### src/include/srt_cfg.svh
// Address map, field positions, reset values and timing counts of the reload timer.
`ifndef SRT_CFG_SVH
`define SRT_CFG_SVH

`define SRT_ADDR_W        8
`define SRT_OFS_CTRL      8'h00
`define SRT_OFS_CLKCTL    8'h04
`define SRT_OFS_IE        8'h08
`define SRT_OFS_CNT_LO    8'h0c
`define SRT_OFS_CNT_HI    8'h10
`define SRT_OFS_RLD_LO    8'h14
`define SRT_OFS_RLD_HI    8'h18
`define SRT_OFS_IRQ_ST    8'h1c
`define SRT_OFS_IRQ_MASK  8'h20

`define SRT_BIT_LO_SEL    4
`define SRT_BIT_HI_SEL    5
`define SRT_BIT_TMR_IE    5
`define SRT_ST_HI         0
`define SRT_ST_LO         1

`define SRT_CTRL_RST      8'h00
`define SRT_CTRL_WMASK    8'hfd
`define SRT_CLKCTL_RST    8'h00
`define SRT_IE_RST        8'h00
`define SRT_MASK_RST      2'h3

`define SRT_RESP_OKAY     2'h0
`define SRT_RESP_SLVERR   2'h2

`define SRT_SYS_DIV       4'hc
`define SRT_EXT_DIV       4'h8

`endif

### src/include/srt_pkg.sv
// Types shared by the reload timer modules.
package srt_pkg;

   typedef logic [7:0] srt_byte_t;

   typedef struct packed {
      logic hiFlag;
      logic loFlag;
      logic loIrqEn;
      logic capEn;
      logic split;
      logic run;
      logic rsvd;
      logic extSel;
   } srt_ctrl_s;

   typedef struct packed {
      logic [7:0]  addr;
      logic [31:0] data;
      logic [3:0]  strb;
   } srt_wr_s;

endpackage

### src/design/srt_tick_gen.sv
// Count-rate enables: system clock by twelve, and synchronised external oscillator by eight.
`timescale 1ns/1ns
`include "srt_cfg.svh"
module srt_tick_gen
(
   input  wire logic core_clk,
   input  wire logic nrst,
   input  wire logic extOsc,
   output logic      tickDiv12,
   output logic      tickExt8,
   output logic      captureEvt
);
   logic [3:0] preCnt_reg;
   logic [2:0] extCnt_reg;
   logic       sync1_reg;
   logic       sync2_reg;
   logic       sync3_reg;
   logic       oscRise;

   // ****************************************
   // System clock prescaler
   // ****************************************
   always_ff @(posedge core_clk or negedge nrst)
   begin
      if (!nrst)
      begin
         preCnt_reg <= 4'h0;
         tickDiv12  <= 1'b0;
      end
      else
      begin
         tickDiv12  <= (preCnt_reg == `SRT_SYS_DIV - 4'h1);
         preCnt_reg <= (preCnt_reg == `SRT_SYS_DIV - 4'h1) ? 4'h0 : preCnt_reg + 4'h1;
      end
   end

   // ****************************************
   // External oscillator synchroniser and divider
   // ****************************************
   always_ff @(posedge core_clk or negedge nrst)
   begin
      if (!nrst)
      begin
         sync1_reg <= 1'b0;
         sync2_reg <= 1'b0;
         sync3_reg <= 1'b0;
      end
      else
      begin
         sync1_reg <= extOsc;
         sync2_reg <= sync1_reg;
         sync3_reg <= sync2_reg;
      end
   end

   assign oscRise = sync2_reg & ~sync3_reg;

   always_ff @(posedge core_clk or negedge nrst)
   begin
      if (!nrst)
      begin
         extCnt_reg <= 3'h0;
         tickExt8   <= 1'b0;
         captureEvt <= 1'b0;
      end
      else
      begin
         if (oscRise)
         begin
            extCnt_reg <= extCnt_reg + 3'h1;
         end
         tickExt8   <= oscRise & (extCnt_reg == 3'h3);
         captureEvt <= oscRise & (extCnt_reg == 3'(`SRT_EXT_DIV - 4'h1));
      end
   end
endmodule

### src/design/srt_axil_slave.sv
// AXI4-Lite slave front end that turns bus transfers into register strobes.
`timescale 1ns/1ns
`include "srt_cfg.svh"
module srt_axil_slave
(
   input  wire logic           core_clk,
   input  wire logic           nrst,
   input  wire logic           awvalid,
   output logic                awready,
   input  wire logic [7:0]     awaddr,
   input  wire logic           wvalid,
   output logic                wready,
   input  wire logic [31:0]    wdata,
   input  wire logic [3:0]     wstrb,
   output logic                bvalid,
   input  wire logic           bready,
   output logic [1:0]          bresp,
   input  wire logic           arvalid,
   output logic                arready,
   input  wire logic [7:0]     araddr,
   output logic                rvalid,
   input  wire logic           rready,
   output logic [31:0]         rdata,
   output logic [1:0]          rresp,
   output logic                wrEn,
   output srt_pkg::srt_wr_s    wrReq,
   input  wire logic           wrOk,
   output logic                rdEn,
   input  wire logic [31:0]    rdData,
   input  wire logic           rdOk
);
   import srt_pkg::*;
   logic awHeld_reg;
   logic wHeld_reg;

   assign wrEn = awHeld_reg & wHeld_reg & ~bvalid;
   assign rdEn = arvalid & arready;

   // ****************************************
   // Write channels
   // ****************************************
   always_ff @(posedge core_clk or negedge nrst)
   begin
      if (!nrst)
      begin
         awHeld_reg <= 1'b0;
         wHeld_reg  <= 1'b0;
         awready    <= 1'b1;
         wready     <= 1'b1;
         bvalid     <= 1'b0;
         bresp      <= `SRT_RESP_OKAY;
         wrReq      <= '0;
      end
      else
      begin
         if (awvalid & awready)
         begin
            awHeld_reg  <= 1'b1;
            awready     <= 1'b0;
            wrReq.addr  <= awaddr;
         end
         if (wvalid & wready)
         begin
            wHeld_reg   <= 1'b1;
            wready      <= 1'b0;
            wrReq.data  <= wdata;
            wrReq.strb  <= wstrb;
         end
         if (wrEn)
         begin
            awHeld_reg <= 1'b0;
            wHeld_reg  <= 1'b0;
            bvalid     <= 1'b1;
            bresp      <= wrOk ? `SRT_RESP_OKAY : `SRT_RESP_SLVERR;
         end
         if (bvalid & bready)
         begin
            bvalid  <= 1'b0;
            awready <= 1'b1;
            wready  <= 1'b1;
         end
      end
   end

   // ****************************************
   // Read channels
   // ****************************************
   always_ff @(posedge core_clk or negedge nrst)
   begin
      if (!nrst)
      begin
         arready <= 1'b1;
         rvalid  <= 1'b0;
         rdata   <= 32'h0;
         rresp   <= `SRT_RESP_OKAY;
      end
      else
      begin
         if (rdEn)
         begin
            arready <= 1'b0;
            rvalid  <= 1'b1;
            rdata   <= rdData;
            rresp   <= rdOk ? `SRT_RESP_OKAY : `SRT_RESP_SLVERR;
         end
         if (rvalid & rready)
         begin
            rvalid  <= 1'b0;
            arready <= 1'b1;
         end
      end
   end
endmodule

### src/design/srt_timer.sv
// Sixteen-bit reload timer with split, capture and interrupt logic behind an AXI4-Lite port.
//
// The placing of the registers and the AXI4-Lite register port were chosen for this implementation.
`timescale 1ns/1ns
`include "srt_cfg.svh"
module srt_timer
   import srt_pkg::*;
(
   input  wire logic        core_clk,
   input  wire logic        nrst,
   input  wire logic        extOsc,
   input  wire logic        awvalid,
   output logic             awready,
   input  wire logic [7:0]  awaddr,
   input  wire logic        wvalid,
   output logic             wready,
   input  wire logic [31:0] wdata,
   input  wire logic [3:0]  wstrb,
   output logic             bvalid,
   input  wire logic        bready,
   output logic [1:0]       bresp,
   input  wire logic        arvalid,
   output logic             arready,
   input  wire logic [7:0]  araddr,
   output logic             rvalid,
   input  wire logic        rready,
   output logic [31:0]      rdata,
   output logic [1:0]       rresp,
   output logic             irq
);
   import srt_pkg::*;

   srt_ctrl_s  ctrl_reg;
   srt_byte_t  clkCtl_reg;
   srt_byte_t  intEn_reg;
   srt_byte_t  cntLo_reg;
   srt_byte_t  cntHi_reg;
   srt_byte_t  rldLo_reg;
   srt_byte_t  rldHi_reg;
   logic [1:0] irqSt_reg;
   logic [1:0] irqMask_reg;

   srt_byte_t  cntLo_next;
   srt_byte_t  cntHi_next;
   logic       irq_next;

   logic       tickDiv12;
   logic       tickExt8;
   logic       captureEvt;

   logic       wrEn;
   srt_wr_s    wrReq;
   logic       wrOk;
   logic       rdEn;
   logic [31:0] rdData;
   logic       rdOk;

   logic       wrSel;
   logic       ctrlWr;
   logic       clkWr;
   logic       ieWr;
   logic       cntLoWr;
   logic       cntHiWr;
   logic       rldLoWr;
   logic       rldHiWr;
   logic       maskWr;
   logic       stRd;

   logic       extLo;
   logic       tickLo;
   logic       tickHi;
   logic       step16;
   logic       wrap16;
   logic       stepLo;
   logic       stepHi;
   logic       loWrap;
   logic       hiWrap;
   logic       capEvt;
   logic       setHi;
   logic       setLo;

   // ****************************************
   // Bus front end and rate enables
   // ****************************************
   srt_axil_slave u_bus
   (
      .core_clk (core_clk),
      .nrst     (nrst),
      .awvalid  (awvalid),
      .awready  (awready),
      .awaddr   (awaddr),
      .wvalid   (wvalid),
      .wready   (wready),
      .wdata    (wdata),
      .wstrb    (wstrb),
      .bvalid   (bvalid),
      .bready   (bready),
      .bresp    (bresp),
      .arvalid  (arvalid),
      .arready  (arready),
      .araddr   (araddr),
      .rvalid   (rvalid),
      .rready   (rready),
      .rdata    (rdata),
      .rresp    (rresp),
      .wrEn     (wrEn),
      .wrReq    (wrReq),
      .wrOk     (wrOk),
      .rdEn     (rdEn),
      .rdData   (rdData),
      .rdOk     (rdOk)
   );

   srt_tick_gen u_tick
   (
      .core_clk   (core_clk),
      .nrst       (nrst),
      .extOsc     (extOsc),
      .tickDiv12  (tickDiv12),
      .tickExt8   (tickExt8),
      .captureEvt (captureEvt)
   );

   // ****************************************
   // Address decode
   // ****************************************
   always_comb
   begin
      unique case (wrReq.addr)
         `SRT_OFS_CTRL, `SRT_OFS_CLKCTL, `SRT_OFS_IE, `SRT_OFS_CNT_LO,
         `SRT_OFS_CNT_HI, `SRT_OFS_RLD_LO, `SRT_OFS_RLD_HI,
         `SRT_OFS_IRQ_ST, `SRT_OFS_IRQ_MASK:
            wrOk = 1'b1;
         default:
            wrOk = 1'b0;
      endcase
   end

   assign wrSel   = wrEn & wrReq.strb[0];
   assign ctrlWr  = wrSel & (wrReq.addr == `SRT_OFS_CTRL);
   assign clkWr   = wrSel & (wrReq.addr == `SRT_OFS_CLKCTL);
   assign ieWr    = wrSel & (wrReq.addr == `SRT_OFS_IE);
   assign cntLoWr = wrSel & (wrReq.addr == `SRT_OFS_CNT_LO);
   assign cntHiWr = wrSel & (wrReq.addr == `SRT_OFS_CNT_HI);
   assign rldLoWr = wrSel & (wrReq.addr == `SRT_OFS_RLD_LO);
   assign rldHiWr = wrSel & (wrReq.addr == `SRT_OFS_RLD_HI);
   assign maskWr  = wrSel & (wrReq.addr == `SRT_OFS_IRQ_MASK);
   assign stRd    = rdEn & (araddr == `SRT_OFS_IRQ_ST);

   always_comb
   begin
      rdOk   = 1'b1;
      rdData = 32'h0;
      unique case (araddr)
         `SRT_OFS_CTRL:     rdData[7:0] = ctrl_reg;
         `SRT_OFS_CLKCTL:   rdData[7:0] = clkCtl_reg;
         `SRT_OFS_IE:       rdData[7:0] = intEn_reg;
         `SRT_OFS_CNT_LO:   rdData[7:0] = cntLo_reg;
         `SRT_OFS_CNT_HI:   rdData[7:0] = cntHi_reg;
         `SRT_OFS_RLD_LO:   rdData[7:0] = rldLo_reg;
         `SRT_OFS_RLD_HI:   rdData[7:0] = rldHi_reg;
         `SRT_OFS_IRQ_ST:   rdData[1:0] = irqSt_reg;
         `SRT_OFS_IRQ_MASK: rdData[1:0] = irqMask_reg;
         default:           rdOk        = 1'b0;
      endcase
   end

   // ****************************************
   // Count enables and overflow events
   // ****************************************
   always_comb
   begin
      extLo  = ctrl_reg.extSel & ~ctrl_reg.capEn;
      tickLo = clkCtl_reg[`SRT_BIT_LO_SEL] | (extLo ? tickExt8 : tickDiv12);
      tickHi = clkCtl_reg[`SRT_BIT_HI_SEL] | (ctrl_reg.extSel ? tickExt8 : tickDiv12);
      step16 = ~ctrl_reg.split & ctrl_reg.run & tickLo;
      wrap16 = step16 & ({cntHi_reg, cntLo_reg} == 16'hffff);
      stepLo = ctrl_reg.split & tickLo;
      stepHi = ctrl_reg.split & ctrl_reg.run & tickHi;
      loWrap = (step16 | stepLo) & (cntLo_reg == 8'hff);
      hiWrap = wrap16 | (stepHi & (cntHi_reg == 8'hff));
      capEvt = ctrl_reg.capEn & captureEvt;
      setHi  = hiWrap | capEvt;
      setLo  = loWrap;
   end

   always_comb
   begin
      cntLo_next = cntLo_reg;
      cntHi_next = cntHi_reg;
      if (wrap16)
      begin
         cntLo_next = rldLo_reg;
         cntHi_next = rldHi_reg;
      end
      else if (step16)
      begin
         {cntHi_next, cntLo_next} = {cntHi_reg, cntLo_reg} + 16'h1;
      end
      if (stepLo)
      begin
         cntLo_next = (cntLo_reg == 8'hff) ? rldLo_reg : cntLo_reg + 8'h1;
      end
      if (stepHi)
      begin
         cntHi_next = (cntHi_reg == 8'hff) ? rldHi_reg : cntHi_reg + 8'h1;
      end
   end

   // ****************************************
   // Counter bytes
   // ****************************************
   always_ff @(posedge core_clk or negedge nrst)
   begin
      if (!nrst)
      begin
         cntLo_reg <= 8'h00;
         cntHi_reg <= 8'h00;
      end
      else
      begin
         cntLo_reg <= cntLoWr ? wrReq.data[7:0] : cntLo_next;
         cntHi_reg <= cntHiWr ? wrReq.data[7:0] : cntHi_next;
      end
   end

   // ****************************************
   // Reload bytes
   // ****************************************
   always_ff @(posedge core_clk or negedge nrst)
   begin
      if (!nrst)
      begin
         rldLo_reg <= 8'h00;
         rldHi_reg <= 8'h00;
      end
      else if (capEvt)
      begin
         rldLo_reg <= cntLo_reg;
         rldHi_reg <= cntHi_reg;
      end
      else
      begin
         if (rldLoWr)
         begin
            rldLo_reg <= wrReq.data[7:0];
         end
         if (rldHiWr)
         begin
            rldHi_reg <= wrReq.data[7:0];
         end
      end
   end

   // ****************************************
   // Control, clock select and enable registers
   // ****************************************
   always_ff @(posedge core_clk or negedge nrst)
   begin
      if (!nrst)
      begin
         ctrl_reg <= srt_ctrl_s'(`SRT_CTRL_RST);
      end
      else
      begin
         if (ctrlWr)
         begin
            ctrl_reg <= srt_ctrl_s'(wrReq.data[7:0] & `SRT_CTRL_WMASK);
         end
         if (setHi)
         begin
            ctrl_reg.hiFlag <= 1'b1;
         end
         if (setLo)
         begin
            ctrl_reg.loFlag <= 1'b1;
         end
      end
   end

   always_ff @(posedge core_clk or negedge nrst)
   begin
      if (!nrst)
      begin
         clkCtl_reg <= `SRT_CLKCTL_RST;
         intEn_reg  <= `SRT_IE_RST;
      end
      else
      begin
         if (clkWr)
         begin
            clkCtl_reg <= wrReq.data[7:0];
         end
         if (ieWr)
         begin
            intEn_reg <= wrReq.data[7:0];
         end
      end
   end

   // ****************************************
   // Interrupt status, mask and request
   // ****************************************
   always_ff @(posedge core_clk or negedge nrst)
   begin
      if (!nrst)
      begin
         irqSt_reg <= 2'h0;
      end
      else
      begin
         if (stRd)
         begin
            irqSt_reg <= 2'h0;
         end
         if (setHi)
         begin
            irqSt_reg[`SRT_ST_HI] <= 1'b1;
         end
         if (setLo)
         begin
            irqSt_reg[`SRT_ST_LO] <= 1'b1;
         end
      end
   end

   always_ff @(posedge core_clk or negedge nrst)
   begin
      if (!nrst)
      begin
         irqMask_reg <= `SRT_MASK_RST;
      end
      else if (maskWr)
      begin
         irqMask_reg <= wrReq.data[1:0];
      end
   end

   always_comb
   begin
      irq_next = intEn_reg[`SRT_BIT_TMR_IE] &
                 ((irqSt_reg[`SRT_ST_HI] & irqMask_reg[`SRT_ST_HI]) |
                  (irqSt_reg[`SRT_ST_LO] & irqMask_reg[`SRT_ST_LO] &
                   ctrl_reg.loIrqEn));
   end

   always_ff @(posedge core_clk or negedge nrst)
   begin
      if (!nrst)
      begin
         irq <= 1'b0;
      end
      else
      begin
         irq <= irq_next;
      end
   end
endmodule

### config.mk
export PLATFORM = sky130hd
export DESIGN_NAME = srt_timer
export DESIGN_NICKNAME = d
export VERILOG_FILES = /design/src/include/srt_pkg.sv /design/src/design/srt_tick_gen.sv /design/src/design/srt_axil_slave.sv /design/src/design/srt_timer.sv
export VERILOG_INCLUDE_DIRS = /design/src /design/src/include
export SDC_FILE = /design/constraint.sdc
export NUM_CORES = 1
export LEC_CHECK = 0
export BUFFER_PORTS_ARGS = -buffer_cell sky130_fd_sc_hd__buf_2
export CORE_AREA = 2 2 142 144
export CTS_CLUSTER_DIAMETER = 40
export DETAILED_ROUTE_END_ITERATION = 12
export DIE_AREA = 0 0 144 146
export HOLD_SLACK_MARGIN = 0.02
export PLACE_DENSITY = 0.69
export SYNTH_ARGS = -nofsm -noshare
export SYNTH_HDL_FRONTEND = slang
export SYNTH_HIERARCHICAL = 1
export SYNTH_SLANG_ARGS = --single-unit
### constraint.sdc
create_clock -name core_clk -period 4.45 [get_ports core_clk]
set_input_delay 0.2225 -clock core_clk [delete_from_list [all_inputs] [get_ports core_clk]]
set_output_delay 0.2225 -clock core_clk [all_outputs]
set_load 0.02 [all_outputs]
Yosys cells after proc, flatten, opt, wreduce, memory -nomap -nowiden
Index checks and enable logic that the tools add are counted.
{"block": "op_classes", "add_sub_neg": 5, "eq_ne": 22, "mux": 43, "n_bitwise": 44, "reduce_logical": 18}
{"cell": "8-bit 2-to-1 mux", "n": 15}
{"cell": "8-bit by 5-bit == test with 1-bit output (second input constant)", "n": 8}
{"cell": "6-bit case mux with 7 select lines", "n": 1}
{"cell": "1-bit AND", "n": 34}
{"cell": "8-bit by 4-bit == test with 1-bit output (second input constant)", "n": 4}
{"cell": "2-bit nonzero test", "n": 12}
{"cell": "1-bit 2-to-1 mux", "n": 22}
{"cell": "2-bit case mux with 9 select lines", "n": 1}
{"cell": "9-bit OR reduction", "n": 2}
{"cell": "16-bit by 1-bit adder with 16-bit output (second input constant)", "n": 1}
{"cell": "8-bit by 1-bit adder with 8-bit output (second input constant)", "n": 2}
{"cell": "16-bit == test (second input constant)", "n": 1}
{"cell": "8-bit by 3-bit == test with 1-bit output (second input constant)", "n": 2}
{"cell": "8-bit by 6-bit == test with 1-bit output (second input constant)", "n": 2}
{"cell": "8-bit == test (second input constant)", "n": 2}
{"cell": "8-bit zero test", "n": 2}
{"cell": "4-bit nonzero test", "n": 2}
{"cell": "2-bit 2-to-1 mux", "n": 3}
{"cell": "1-bit bitwise OR", "n": 6}
{"cell": "4-bit by 1-bit adder with 4-bit output (second input constant)", "n": 1}
{"cell": "4-bit == test (second input constant)", "n": 1}
{"cell": "4-bit 2-to-1 mux", "n": 1}
{"cell": "1-bit NOT", "n": 4}
{"cell": "3-bit by 1-bit adder with 3-bit output (second input constant)", "n": 1}
{"cell": "2 further kinds", "n": 2}
{"block": "word_totals", "register_bits": 109, "in_bits": 60, "output_inout_bits": 42, "word_cells": 170}

Longest topological paths before layout
Gate-level depths: netlist of run 1.
{"block": "depth", "depth_word": 9, "ltp_mapped": 9, "ltp_nobuf": 7}

Cells and area by module
The synthesis of run 1 kept the hierarchy.
{"module": "srt_timer", "instances": 1, "cells_each": 403, "area_each_um2": 3866.2, "seq_area_each_um2": 1503.9}
{"module": "srt_axil_slave", "instances": 1, "cells_each": 195, "area_each_um2": 3354.5, "seq_area_each_um2": 2130.8}
{"module": "srt_tick_gen", "instances": 1, "cells_each": 33, "area_each_um2": 506.7, "seq_area_each_um2": 325.3}

Worst setup path before layout of run 1
No wires, ideal clock.
{"block": "synth_timing", "kind": "reg2reg", "start": "register u_bus.bvalid", "end": "register clkCtl_reg[1]", "setup_ns": 0.125, "arrival_time_ns": 2.020, "t_required_ns": 4.325, "slack_ns": 2.305, "path_stages_with_launch": 8, "path_buffers": 1, "synth_period_minus_slack_ns": 2.145, "cell_sequence": "dfrtp_1 -> nand3b_1 -> inv_1 -> nand4bb_1 -> or3_1 -> buf_2 -> nor3_4 -> mux2_2"}
{"block": "synth_between", "elab_chain_cells": 4}
{"item": "from (decl)", "line_no": "srt_axil_slave.sv:15", "rtl": "output logic bvalid,"}
{"item": "from (signal assigned)", "line_no": "srt_axil_slave.sv:50", "rtl": "bvalid <= 1'b0;"}
{"item": "from (signal assigned)", "line_no": "srt_axil_slave.sv:73", "rtl": "bvalid <= 1'b1;"}
{"item": "from (signal assigned)", "line_no": "srt_axil_slave.sv:78", "rtl": "bvalid <= 1'b0;"}
{"item": "1-bit NOT", "line_no": "srt_axil_slave.sv:36", "rtl": "assign wrEn = awHeld_reg & wHeld_reg & ~bvalid;"}
{"item": "1-bit AND", "line_no": "srt_axil_slave.sv:36"}
{"item": "named net wrEn", "line_no": "srt_timer.sv:51", "rtl": "logic wrEn;"}
{"item": "1-bit AND", "line_no": "srt_timer.sv:139", "rtl": "assign wrSel = wrEn & wrReq.strb[0];"}
{"item": "1-bit AND", "line_no": "srt_timer.sv:141", "rtl": "assign clkWr = wrSel & (wrReq.addr == `SRT_OFS_CLKCTL);"}
{"item": "to (signal assigned)", "line_no": "srt_timer.sv:285", "rtl": "clkCtl_reg <= `SRT_CLKCTL_RST;"}
{"item": "to (signal assigned)", "line_no": "srt_timer.sv:292", "rtl": "clkCtl_reg <= wrReq.data[7:0];"}
{"item": "to (decl)", "line_no": "srt_timer.sv:34", "rtl": "srt_byte_t clkCtl_reg;"}
The timed path passes the listed nets, and every way through them passes these cells.
A chain may end at the register's enable or synchronous reset.

Worst setup path after layout of run 1
{"block": "layout_timing", "start": "register u_bus.bvalid", "end": "register cntLo_reg[5]"}
{"block": "layout_between", "elab_chain_cells": 5, "word_cells_on_any_way": 6, "classes_between": "mux: 1; bitwise: 4; reduce/logical: 1"}
{"item": "1-bit NOT *", "line_no": "srt_axil_slave.sv:36"}
{"item": "1-bit AND *", "line_no": "srt_axil_slave.sv:36"}
{"item": "named net wrEn", "line_no": "srt_timer.sv:51"}
{"item": "1-bit AND *", "line_no": "srt_timer.sv:139"}
{"item": "1-bit AND *", "line_no": "srt_timer.sv:143", "rtl": "assign cntLoWr = wrSel & (wrReq.addr == `SRT_OFS_CNT_LO);"}
{"item": "4-bit nonzero test (no source line) / 8-bit 2-to-1 mux (equally long branches)"}
{"item": "to (signal assigned)", "line_no": "srt_timer.sv:222", "rtl": "cntLo_reg <= cntLoWr ? wrReq.data[7:0] : cntLo_next;"}
{"item": "to (decl)", "line_no": "srt_timer.sv:36", "rtl": "srt_byte_t cntLo_reg;"}
The timed path passes the listed nets; every way through them passes the cells marked *.

==> results of run 1 <==
## critical path, stage by stage, from the launching register on
cell,delay [ns]
sky130_fd_sc_hd__dfrtp_1,0.41
sky130_fd_sc_hd__nand3b_1,0.23
sky130_fd_sc_hd__inv_1,0.10
sky130_fd_sc_hd__nand4bb_1,0.12
sky130_fd_sc_hd__or3_1,0.46
sky130_fd_sc_hd__nor3_4,0.60
sky130_fd_sc_hd__or2b_1,0.28
sky130_fd_sc_hd__o221ai_1,0.17
## placed cells by master, fill, tap and decap left out, drive strengths merged, types with 5 or more instances in the layout
cell and count:
o221ai 6, inv 12, conb 26, dfstp 5, nand3 19, dlygate4sd3 6
nor2 23, nand4 8, nor3 10, clkbuf 23, o22ai 7, o21ai 32
dfrtp 126, a31oi 5, and2 6, mux2 75, xnor2 8, buf 73
ha 6, nand2 62, a222oi 14, xor2 5, a21oi 17, mux2i 30
o211ai 6
## metal layers
layer / track usage (%) / routed length, um / vias to the layer above
li1: - / - / 2296
met5: 0 / 12 / -
met2: 23.5 / 7230 / 227
met1: 21.5 / 7280 / 2487
met3: 4.51 / 1400 / 30
met4: 5.69 / 346 / 2
## power breakdown
part           switching (mW)  internal (mW)
registers               0.352           1.47
logic                   0.421          0.410
clock network           0.500          0.908
## layout make-up
| cell class | instances | area share [%] |
|---|---|---|
| Sequential cell | 131 | 41.5 |
| Tap cell | 265 | 4.19 |
| Timing Repair Buffer | 79 | 5.49 |
| Clock buffer | 23 | 5.92 |
| Clock inverter | 9 | 1.63 |
| Inverter | 12 | 0.569 |
| Multi-Input combinational cell | 426 | 40.7 |
## stage by stage
step | util, % | power (mW) | area, um2 | hold slack, ns | cells
floorplan | - | 2.35 | 6740 | -0.0731 | 600
global placement | 37.5 | 2.64 | 7250 | 0.332 | 907
detailed placement | 37.5 | 2.67 | 7250 | 0.332 | 907
CTS | 40.9 | 4.10 | 7910 | 0.0252 | 945
global route | 40.9 | 4.28 | 7910 | 0.0239 | 945
finish | 40.9 | 4.06 | 7910 | 0.0262 | 945
## final timing paths
kind,endpoint,depth (start not counted)
worst max-delay path,cntLo_reg[5],7
worst min-delay path,u_bus/wready,2
worst max register to register,cntLo_reg[5],7
worst min register to register,u_tick/sync2_reg,0
max in group asynchronous,u_bus/arready,3
min in group asynchronous,u_bus/rdata[15],2
## repair_timing
item / CTS / global route
resized for setup: 0 / 0
endpoints found under the hold margin: 100 / 0
hold buffers: 6 / 0
==> impl_metrics.json, run 1 <==
{
  "grt_pass1_wl_um": 25800,
  "hold_viol_final": 0,
  "synth_area_per_cell_um2": 11.5,
  "numClockSinks": 131,
  "final_worst_path_period_need_ns": 2.55,
  "placementRows": 51,
  "post-cts-setup-buffer-count": 0,
  "die_y_um": 146,
  "detailedRoute.firstPassIterationCount": 7,
  "worst_pin_slew_ns": 1.17,
  "max_flop_register": "u_bus/rdata",
  "via_count": 5042,
  "core_area_um2": 19300,
  "insertedDiodeCount": 0,
  "route.detailed.drc": 0,
  "clockBufferDepth": 2,
  "dpl_ws_ns": 1.91,
  "post_drt_via_cell_ratio": 5.34,
  "fin_skew_ns": 0.00737,
  "critical_path_required_ns": 4.70,
  "setup.worst_path.start_class": "flop",
  "top_flop_regs": "u_bus/rdata (32), u_bus/wrReq (17)",
  "syn-instance-count": 576,
  "slew-limit-headroom_pct": 21.1,
  "maxSlewViolCount": 0,
  "rd_place_congestion": 0.908,
  "grt_start_max_net_pins": 101,
  "portBuffers": 72,
  "grt_setup_unrepaired": "false",
  "tns_ns": 0,
  "detailedRoute.firstIterationViolations": 511,
  "critPathMaxFanout": 17,
  "routed_length_per_instance_um": 17.2,
  "fp.dieArea_um2": 21000,
  "final_antenna_net_count": 0,
  "power_density_nw_per_um2": 514,
  "clock_tree_from_tritoncts": "built",
  "worst_vdd_drop_v": 0.000266,
  "die_w_um": 144,
  "global_route.usage.total_pct": 15.7,
  "remaining_global_route_overflow": 0,
  "fill_cells": 1828,
  "drive_gt1_share_pct": 30.6,
  "multi_input_area_um2": 3220,
  "holdCritStartpoint": "wvalid",
  "start_util_pct": 34.4,
  "post-route-period-util_pct": 57.2,
  "insertion_delay_ns": 0.41,
  "p_leak_nw": 3.76,
  "net_total_in_the_final_layout": 733,
  "worst_setup_path_startpoint": "u_bus/bvalid",
  "routed_wl_um": 16300,
  "combined_area_of_all_synthesized_cells_um2": 6650,
  "timing.final.setup_violations": 0,
  "grt_pass1_vias": 4803,
  "outcome": "completed",
  "yosysWarnings": 6,
  "antenna_violations_before_repair": 1,
  "category_of_the_worst_setup_path_capture_point": "flop",
  "cts.clk_slew.worst_paths_ns": 0.06,
  "seqCellArea_um2": 3280,
  "timing.setup.critical_path_class": "reg2reg",
  "critical_path_arrival_ns": 2.80,
  "largest_register_ff_count": 32,
  "fmaxAchievable_mhz": 393,
  "ioPinCount": 102,
  "area_growth_pct": 19.0,
  "number_of_maximum_capacitance_violations": 0,
  "cts_made_buffers": 17,
  "holdCritPathClass": "in2reg",
  "place_hpwl_um": 11200,
  "final_critical_path_setup_slack_ns": 1.90,
  "cts_root_buffer": "sky130_fd_sc_hd__clkbuf_16",
  "worst_r2r_startpoint": "u_bus/bvalid",
  "reg2reg_setup_slack_ns": 1.90,
  "htree_num_levels": 4
}
(Power assumes the default switching activity.)
==> run 2, diff against run 1 <==
--- a/config.mk
+++ b/config.mk
@@ -6,13 +6,14 @@
 export SDC_FILE = /design/constraint.sdc
 export NUM_CORES = 1
 export LEC_CHECK = 0
+export ABC_AREA = 1
 export BUFFER_PORTS_ARGS = -buffer_cell sky130_fd_sc_hd__buf_2
-export CORE_AREA = 2 2 142 144
+export CORE_AREA = 2 2 145 147
 export CTS_CLUSTER_DIAMETER = 40
 export DETAILED_ROUTE_END_ITERATION = 12
-export DIE_AREA = 0 0 144 146
+export DIE_AREA = 0 0 147 149
 export HOLD_SLACK_MARGIN = 0.02
-export PLACE_DENSITY = 0.69
+export PLACE_DENSITY = 0.71
 export SYNTH_ARGS = -nofsm -noshare
 export SYNTH_HDL_FRONTEND = slang
 export SYNTH_HIERARCHICAL = 1
==> constraint.sdc (replaced) <==
create_clock -name core_clk -period 2.1 [get_ports core_clk]
set_input_delay 0.105 -clock core_clk [delete_from_list [all_inputs] [get_ports core_clk]]
set_output_delay 0.105 -clock core_clk [all_outputs]
set_load 0.02 [all_outputs]
==> run 2 against run 1 <==
  * Final cell count increased by 44%
  * Synthesized area increased by 4.8%
  * Clock skew increased by 0.0010 ns
  * Die area increased by 4.2%
  * Clock power increased by 140%
  * Critical endpoint is now cntLo_reg[0]
  * Core utilization increased by 1.5 points
==> impl_metrics.json, run 2 <==
{
  "tns_ns": 0,
  "switching_pwr_mw": 3.20,
  "power_density_nw_per_um2": 1080,
  "post_cts_resized": 0,
  "insertedDiodeCount": 0,
  "clockBufferDepth": 2,
  "worst_vdd_drop_v": 0.000745,
  "top_flop_regs": "u_bus/rdata (32), u_bus/wrReq (17)",
  "critPathMaxFanout": 8,
  "combPwrFrac_pct": 23.9,
  "post-route-period-util_pct": 89.7,
  "placementRows": 53,
  "number_of_maximum_capacitance_violations": 0,
  "setup.worst_path.start_class": "flop",
  "worst_r2r_path_depth": 9,
  "total_power_mw": 9.39,
  "antenna_violations_before_repair": 0,
  "insertion_delay_ns": 0.43,
  "outcome": "completed",
  "remaining_global_route_overflow": 0,
  "most-common-layout-cells": "sky130_fd_sc_hd__nand2_1, sky130_fd_sc_hd__dfrtp_1, sky130_fd_sc_hd__inv_1",
  "drive_gt1_share_pct": 14.4,
  "net_total_in_the_final_layout": 1143,
  "fp.dieArea_um2": 21900,
  "detailedRoute.firstPassIterationCount": 6,
  "internal-power_mw": 6.19,
  "fin_cells": 1365,
  "ioPinCount": 102,
  "fill_cells": 2036,
  "die_y_um": 149,
  "critical_path_required_ns": 2.39,
  "fmaxAchievable_mhz": 531,
  "timing.final.setup_violations": 0,
  "synth_area_per_cell_um2": 7.43,
  "worst_r2r_startpoint": "cntLo_reg[0]",
  "finalHoldWorstSlack_ns": 0.216,
  "worst_setup_path_endpoint": "cntLo_reg[0]",
  "cts_root_buffer": "sky130_fd_sc_hd__clkbuf_16",
  "htree_num_levels": 4,
  "timing.setup.critical_path_class": "reg2reg",
  "holdCritPathClass": "in2async",
  "cts_made_buffers": 17,
  "combined_area_of_all_synthesized_cells_um2": 6970,
  "largest_register_ff_count": 32,
  "die_w_um": 147,
  "cts.clk_slew.worst_paths_ns": 0.06,
  "grt_start_max_net_pins": 44,
  "portBuffers": 72,
  "r2r-end": "cntLo_reg[0]",
  "reg2reg_setup_slack_ns": 0.22,
  "critical_path_arrival_ns": 2.17,
  "yosysWarnings": 6,
  "grt_pass1_wl_um": 31500,
  "routed_wl_um": 19600,
  "dpl_ws_ns": 0.260,
  "clkPwrFrac_pct": 36.0,
  "post_drt_via_cell_ratio": 4.84,
  "route.detailed.drc": 0,
  "layout_commonest_cell": "sky130_fd_sc_hd__nand2_1",
  "p_leak_nw": 4.58,
  "final_critical_path_setup_slack_ns": 0.217,
  "clock_tree_from_tritoncts": "built",
  "max_flop_register": "u_bus/rdata",
  "grt_setup_unrepaired": "false",
  "sequentialPowerShare_pct": 40.1,
  "global_route.usage.total_pct": 18.3,
  "start_util_pct": 33.9,
  "p_sw_share_pct": 34.1,
  "syn-instance-count": 937,
  "grt_pass1_vias": 6189,
  "maxSlewViolCount": 0,
  "core_area_um2": 20600,
  "routed_length_per_instance_um": 14.4,
  "numClockSinks": 131,
  "place_hpwl_um": 14000,
  "slew-limit-headroom_pct": 61.7,
  "final_worst_path_period_need_ns": 1.88,
  "worst_setup_path_startpoint": "cntLo_reg[0]",
  "category_of_the_worst_setup_path_capture_point": "flop",
  "fin_skew_ns": 0.00840,
  "detailedRoute.firstIterationViolations": 656,
  "post-place-cells": 1303,
  "hold_viol_final": 0,
  "via_count": 6611,
  "rd_place_congestion": 0.992,
  "final_antenna_net_count": 0,
  "area_growth_pct": 25.2,
  "worst_pin_slew_ns": 0.572
}
==> run 2: metal layers <==
metal / GRT usage [%] / vias to the layer above / wire length [um]
met2: 28.6 / 303 / 8790
met1: 24.6 / 3023 / 8620
met5: 0 / - / 0
li1: - / 3233 / -
met4: 8.13 / 0 / 553
met3: 3.73 / 52 / 1670
==> run 2: through the flow <==
step / util, % / cell area (um2)
floorplan: - / 7060
global placement: 37.7 / 7750
detailed placement: 37.7 / 7750
CTS: 42.4 / 8720
global route: 42.4 / 8720
finish: 42.4 / 8720
==> run 2: worst max-delay path: stages, from the launching register on <==
cell                      delay, ns
sky130_fd_sc_hd__dfrtp_1       0.40
sky130_fd_sc_hd__ha_1          0.24
sky130_fd_sc_hd__nand3_1       0.16
sky130_fd_sc_hd__inv_1         0.07
sky130_fd_sc_hd__nand2_2       0.13
sky130_fd_sc_hd__inv_1         0.15
sky130_fd_sc_hd__nand2_2       0.18
sky130_fd_sc_hd__nand2_2       0.13
sky130_fd_sc_hd__o21ai_0       0.19
sky130_fd_sc_hd__o21ai_0       0.12
==> run 2: worst min path at each step <==
stage	end	slack, ns
3_5_place_dp	u_bus/wrReq[6]	0.13
3_3_place_gp	u_tick/sync1_reg	0.13
5_1_grt	u_bus/wrReq[6]	0.28
6_report	u_bus/wrReq[6]	0.22
4_1_cts	u_bus/wrReq[6]	0.24
2_1_floorplan	clkCtl_reg[0]	-0.19
==> run 2: final cells by class <==
| type | count | area (um2) | share of cell area [%] |
|---|---|---|---|
| flip-flops and latches | 131 | 3280 | 37.7 |
| multi-input cells | 700 | 3190 | 36.5 |
| repair buffers | 125 | 848 | 9.73 |
| clock buffers | 19 | 443 | 5.08 |
| inverters | 102 | 385 | 4.42 |
| well taps | 275 | 344 | 3.95 |
| clock inverters | 13 | 229 | 2.63 |
==> run 2: power by group through the flow <==
stage / Combinational, mW / Sequential [mW] / Clock, mW
after detailed placement: 2.17 / 3.79 / 0
after global routing: 2.52 / 3.85 / 3.53
after floorplan: 1.17 / 3.98 / 0
final: 2.25 / 3.76 / 3.38
after global placement: 2.11 / 3.77 / 0
after CTS: 2.25 / 3.75 / 3.43
==> run 2: timing repair <==
item,in CTS,in global routing
endpoints found under the hold margin,59,0
setup buffers,0,0
hold buffers,30,0
==> run 3, diff against run 2 <==
--- a/config.mk
+++ b/config.mk
@@ -13,6 +13,7 @@
 export DETAILED_ROUTE_END_ITERATION = 12
 export DIE_AREA = 0 0 147 149
 export HOLD_SLACK_MARGIN = 0.02
+export MAX_ROUTING_LAYER = met4
 export PLACE_DENSITY = 0.71
 export SYNTH_ARGS = -nofsm -noshare
 export SYNTH_HDL_FRONTEND = slang
==> run 3 against run 2 <==
  * Cell area rose by 0.46%
  * Critical path type unchanged
  * Flip-flop and latch count stayed put
  * Sequential power barely moved
  * Critical path depth decreased by 1
  * Clock power decreased by 12%
  * Global-route usage grew 1.2 points
==> impl_metrics.json, run 3 (synthesized netlist as in run 2, its figures left out) <==
{
  "drive_gt1_share_pct": 14.8,
  "total_power_mw": 9.01,
  "slew-limit-headroom_pct": 63.1,
  "rd_place_congestion": 0.992,
  "htree_num_levels": 4,
  "place_hpwl_um": 14400,
  "route.detailed.drc": 0,
  "maxSlewViolCount": 0,
  "final_antenna_net_count": 0,
  "detailedRoute.firstIterationViolations": 570,
  "timing.setup.critical_path_class": "reg2reg",
  "detailedRoute.firstPassIterationCount": 5,
  "post-cts-setup-buffer-count": 0,
  "post_drt_via_cell_ratio": 4.83,
  "max_flop_register": "u_bus/rdata",
  "insertion_delay_ns": 0.42,
  "outcome": "completed",
  "power_density_nw_per_um2": 1030,
  "area_growth_pct": 25.8,
  "portBuffers": 72,
  "global_route.usage.total_pct": 19.4,
  "via_count": 6662,
  "post-route-period-util_pct": 91.8,
  "ioPinCount": 102,
  "r2r-end": "cntLo_reg[1]",
  "grt_setup_unrepaired": "false",
  "number_of_maximum_capacitance_violations": 0,
  "cts_made_buffers": 17,
  "reg2reg_setup_slack_ns": 0.17,
  "top_flop_regs": "u_bus/rdata (32), u_bus/wrReq (17)",
  "clockBufferDepth": 2,
  "ctsHoldBuffers": 37,
  "die_y_um": 149,
  "layout_commonest_cell": "sky130_fd_sc_hd__nand2_1",
  "remaining_global_route_overflow": 0,
  "cts.clk_slew.worst_paths_ns": 0.06,
  "core_area_um2": 20600,
  "timing.final.setup_violations": 0,
  "p_leak_nw": 4.58,
  "worst_r2r_startpoint": "cntLo_reg[5]",
  "internal-power_mw": 5.79,
  "postLayoutCellArea_um2": 8760,
  "routed_length_per_instance_um": 14.5,
  "most-common-layout-cells": "sky130_fd_sc_hd__nand2_1, sky130_fd_sc_hd__dfrtp_1, sky130_fd_sc_hd__inv_1",
  "fmaxAchievable_mhz": 519,
  "largest_register_ff_count": 32,
  "post_cts_resized": 0,
  "fin_skew_ns": 0.00730,
  "net_total_in_the_final_layout": 1156,
  "holdCritPathClass": "in2async",
  "clock_tree_from_tritoncts": "built",
  "critical_path_arrival_ns": 2.26,
  "sequentialPowerShare_pct": 41.8,
  "hold_viol_final": 0,
  "grt_start_max_net_pins": 60,
  "worst_pin_slew_ns": 0.551,
  "antenna_violations_before_repair": 0,
  "tns_ns": 0,
  "final_worst_path_period_need_ns": 1.93,
  "worst_vdd_drop_v": 0.000669,
  "switching_pwr_mw": 3.22,
  "routed_wl_um": 20000,
  "critical_path_required_ns": 2.43,
  "category_of_the_worst_setup_path_capture_point": "flop",
  "combPwrFrac_pct": 25.0,
  "clkPwrFrac_pct": 33.2,
  "grt_pass1_vias": 6347,
  "grt_pass1_wl_um": 32500,
  "die_w_um": 147,
  "worst_r2r_path_depth": 8,
  "setup.worst_path.start_class": "flop",
  "p_sw_share_pct": 35.7,
  "postPlaceCellArea_um2": 7790,
  "insertedDiodeCount": 0,
  "start_util_pct": 33.9,
  "numClockSinks": 131,
  "fp.dieArea_um2": 21900,
  "critPathMaxFanout": 8,
  "cts_root_buffer": "sky130_fd_sc_hd__clkbuf_16",
  "placementRows": 53
}
==> run 3: worst max-delay path by stage <==
| stage | from | endpoint | slack (ns) |
|---|---|---|---|
| global placement | u_bus/bvalid | cntHi_reg[1] | 0.28 |
| detailed placement | u_bus/awHeld_reg | cntHi_reg[6] | 0.23 |
| CTS | cntLo_reg[5] | cntLo_reg[1] | 0.22 |
| global route | cntLo_reg[5] | cntLo_reg[1] | 0.04 |
| finish | cntLo_reg[5] | cntLo_reg[1] | 0.17 |
| floorplan | u_bus/bvalid | rldLo_reg[0] | 0.36 |
==> run 3: layout make-up <==
type,instances,area (um2)
Clock buffer,21,470
Clock inverter,11,126
Fill cell,2078,11800
Inverter,102,385
Multi-Input combinational cell,700,3190
Sequential cell,131,3280
Tap cell,275,344
Timing Repair Buffer,138,963
==> run 3: per-stage QoR <==
stage / worst slack, ns / utilization (%) / std cells / hold WS, ns
4_1_cts: 0.222 / 42.6 / 1378 / 0.181
2_1_floorplan: 0.365 / - / 961 / -0.191
3_5_place_dp: 0.228 / 37.9 / 1309 / 0.0917
3_3_place_gp: 0.275 / 37.9 / 1309 / 0.0843
6_report: 0.172 / 42.6 / 1378 / 0.177
5_1_grt: 0.0422 / 42.6 / 1378 / 0.207
==> run 3: critical path, stage by stage, from the launching register on <==
cell and delay [ns]:
sky130_fd_sc_hd__dfrtp_1 0.59, sky130_fd_sc_hd__nand2_1 0.12, sky130_fd_sc_hd__nor2_1 0.13, sky130_fd_sc_hd__nand2_2 0.14, sky130_fd_sc_hd__inv_1 0.22, sky130_fd_sc_hd__nand2_2 0.16
sky130_fd_sc_hd__nand2_2 0.19, sky130_fd_sc_hd__o21ai_0 0.09, sky130_fd_sc_hd__o21ai_0 0.19
==> run 3: power by group through the flow <==
stage	combinational [mW]	sequential [mW]	clock, mW
floorplan	1.17	3.98	0
global route	2.54	3.84	3.16
global placement	2.11	3.76	0
finish	2.25	3.76	2.99
CTS	2.25	3.75	3.05
detailed placement	2.16	3.79	0
==> run 3: per-layer routing <==
layer	wire length [um]	global-route usage (%)	up-vias
met5	0	-	-
met4	639	7.79	0
met3	1520	3.88	53
met2	8810	29.4	256
met1	9000	25.8	3090
li1	-	-	3263
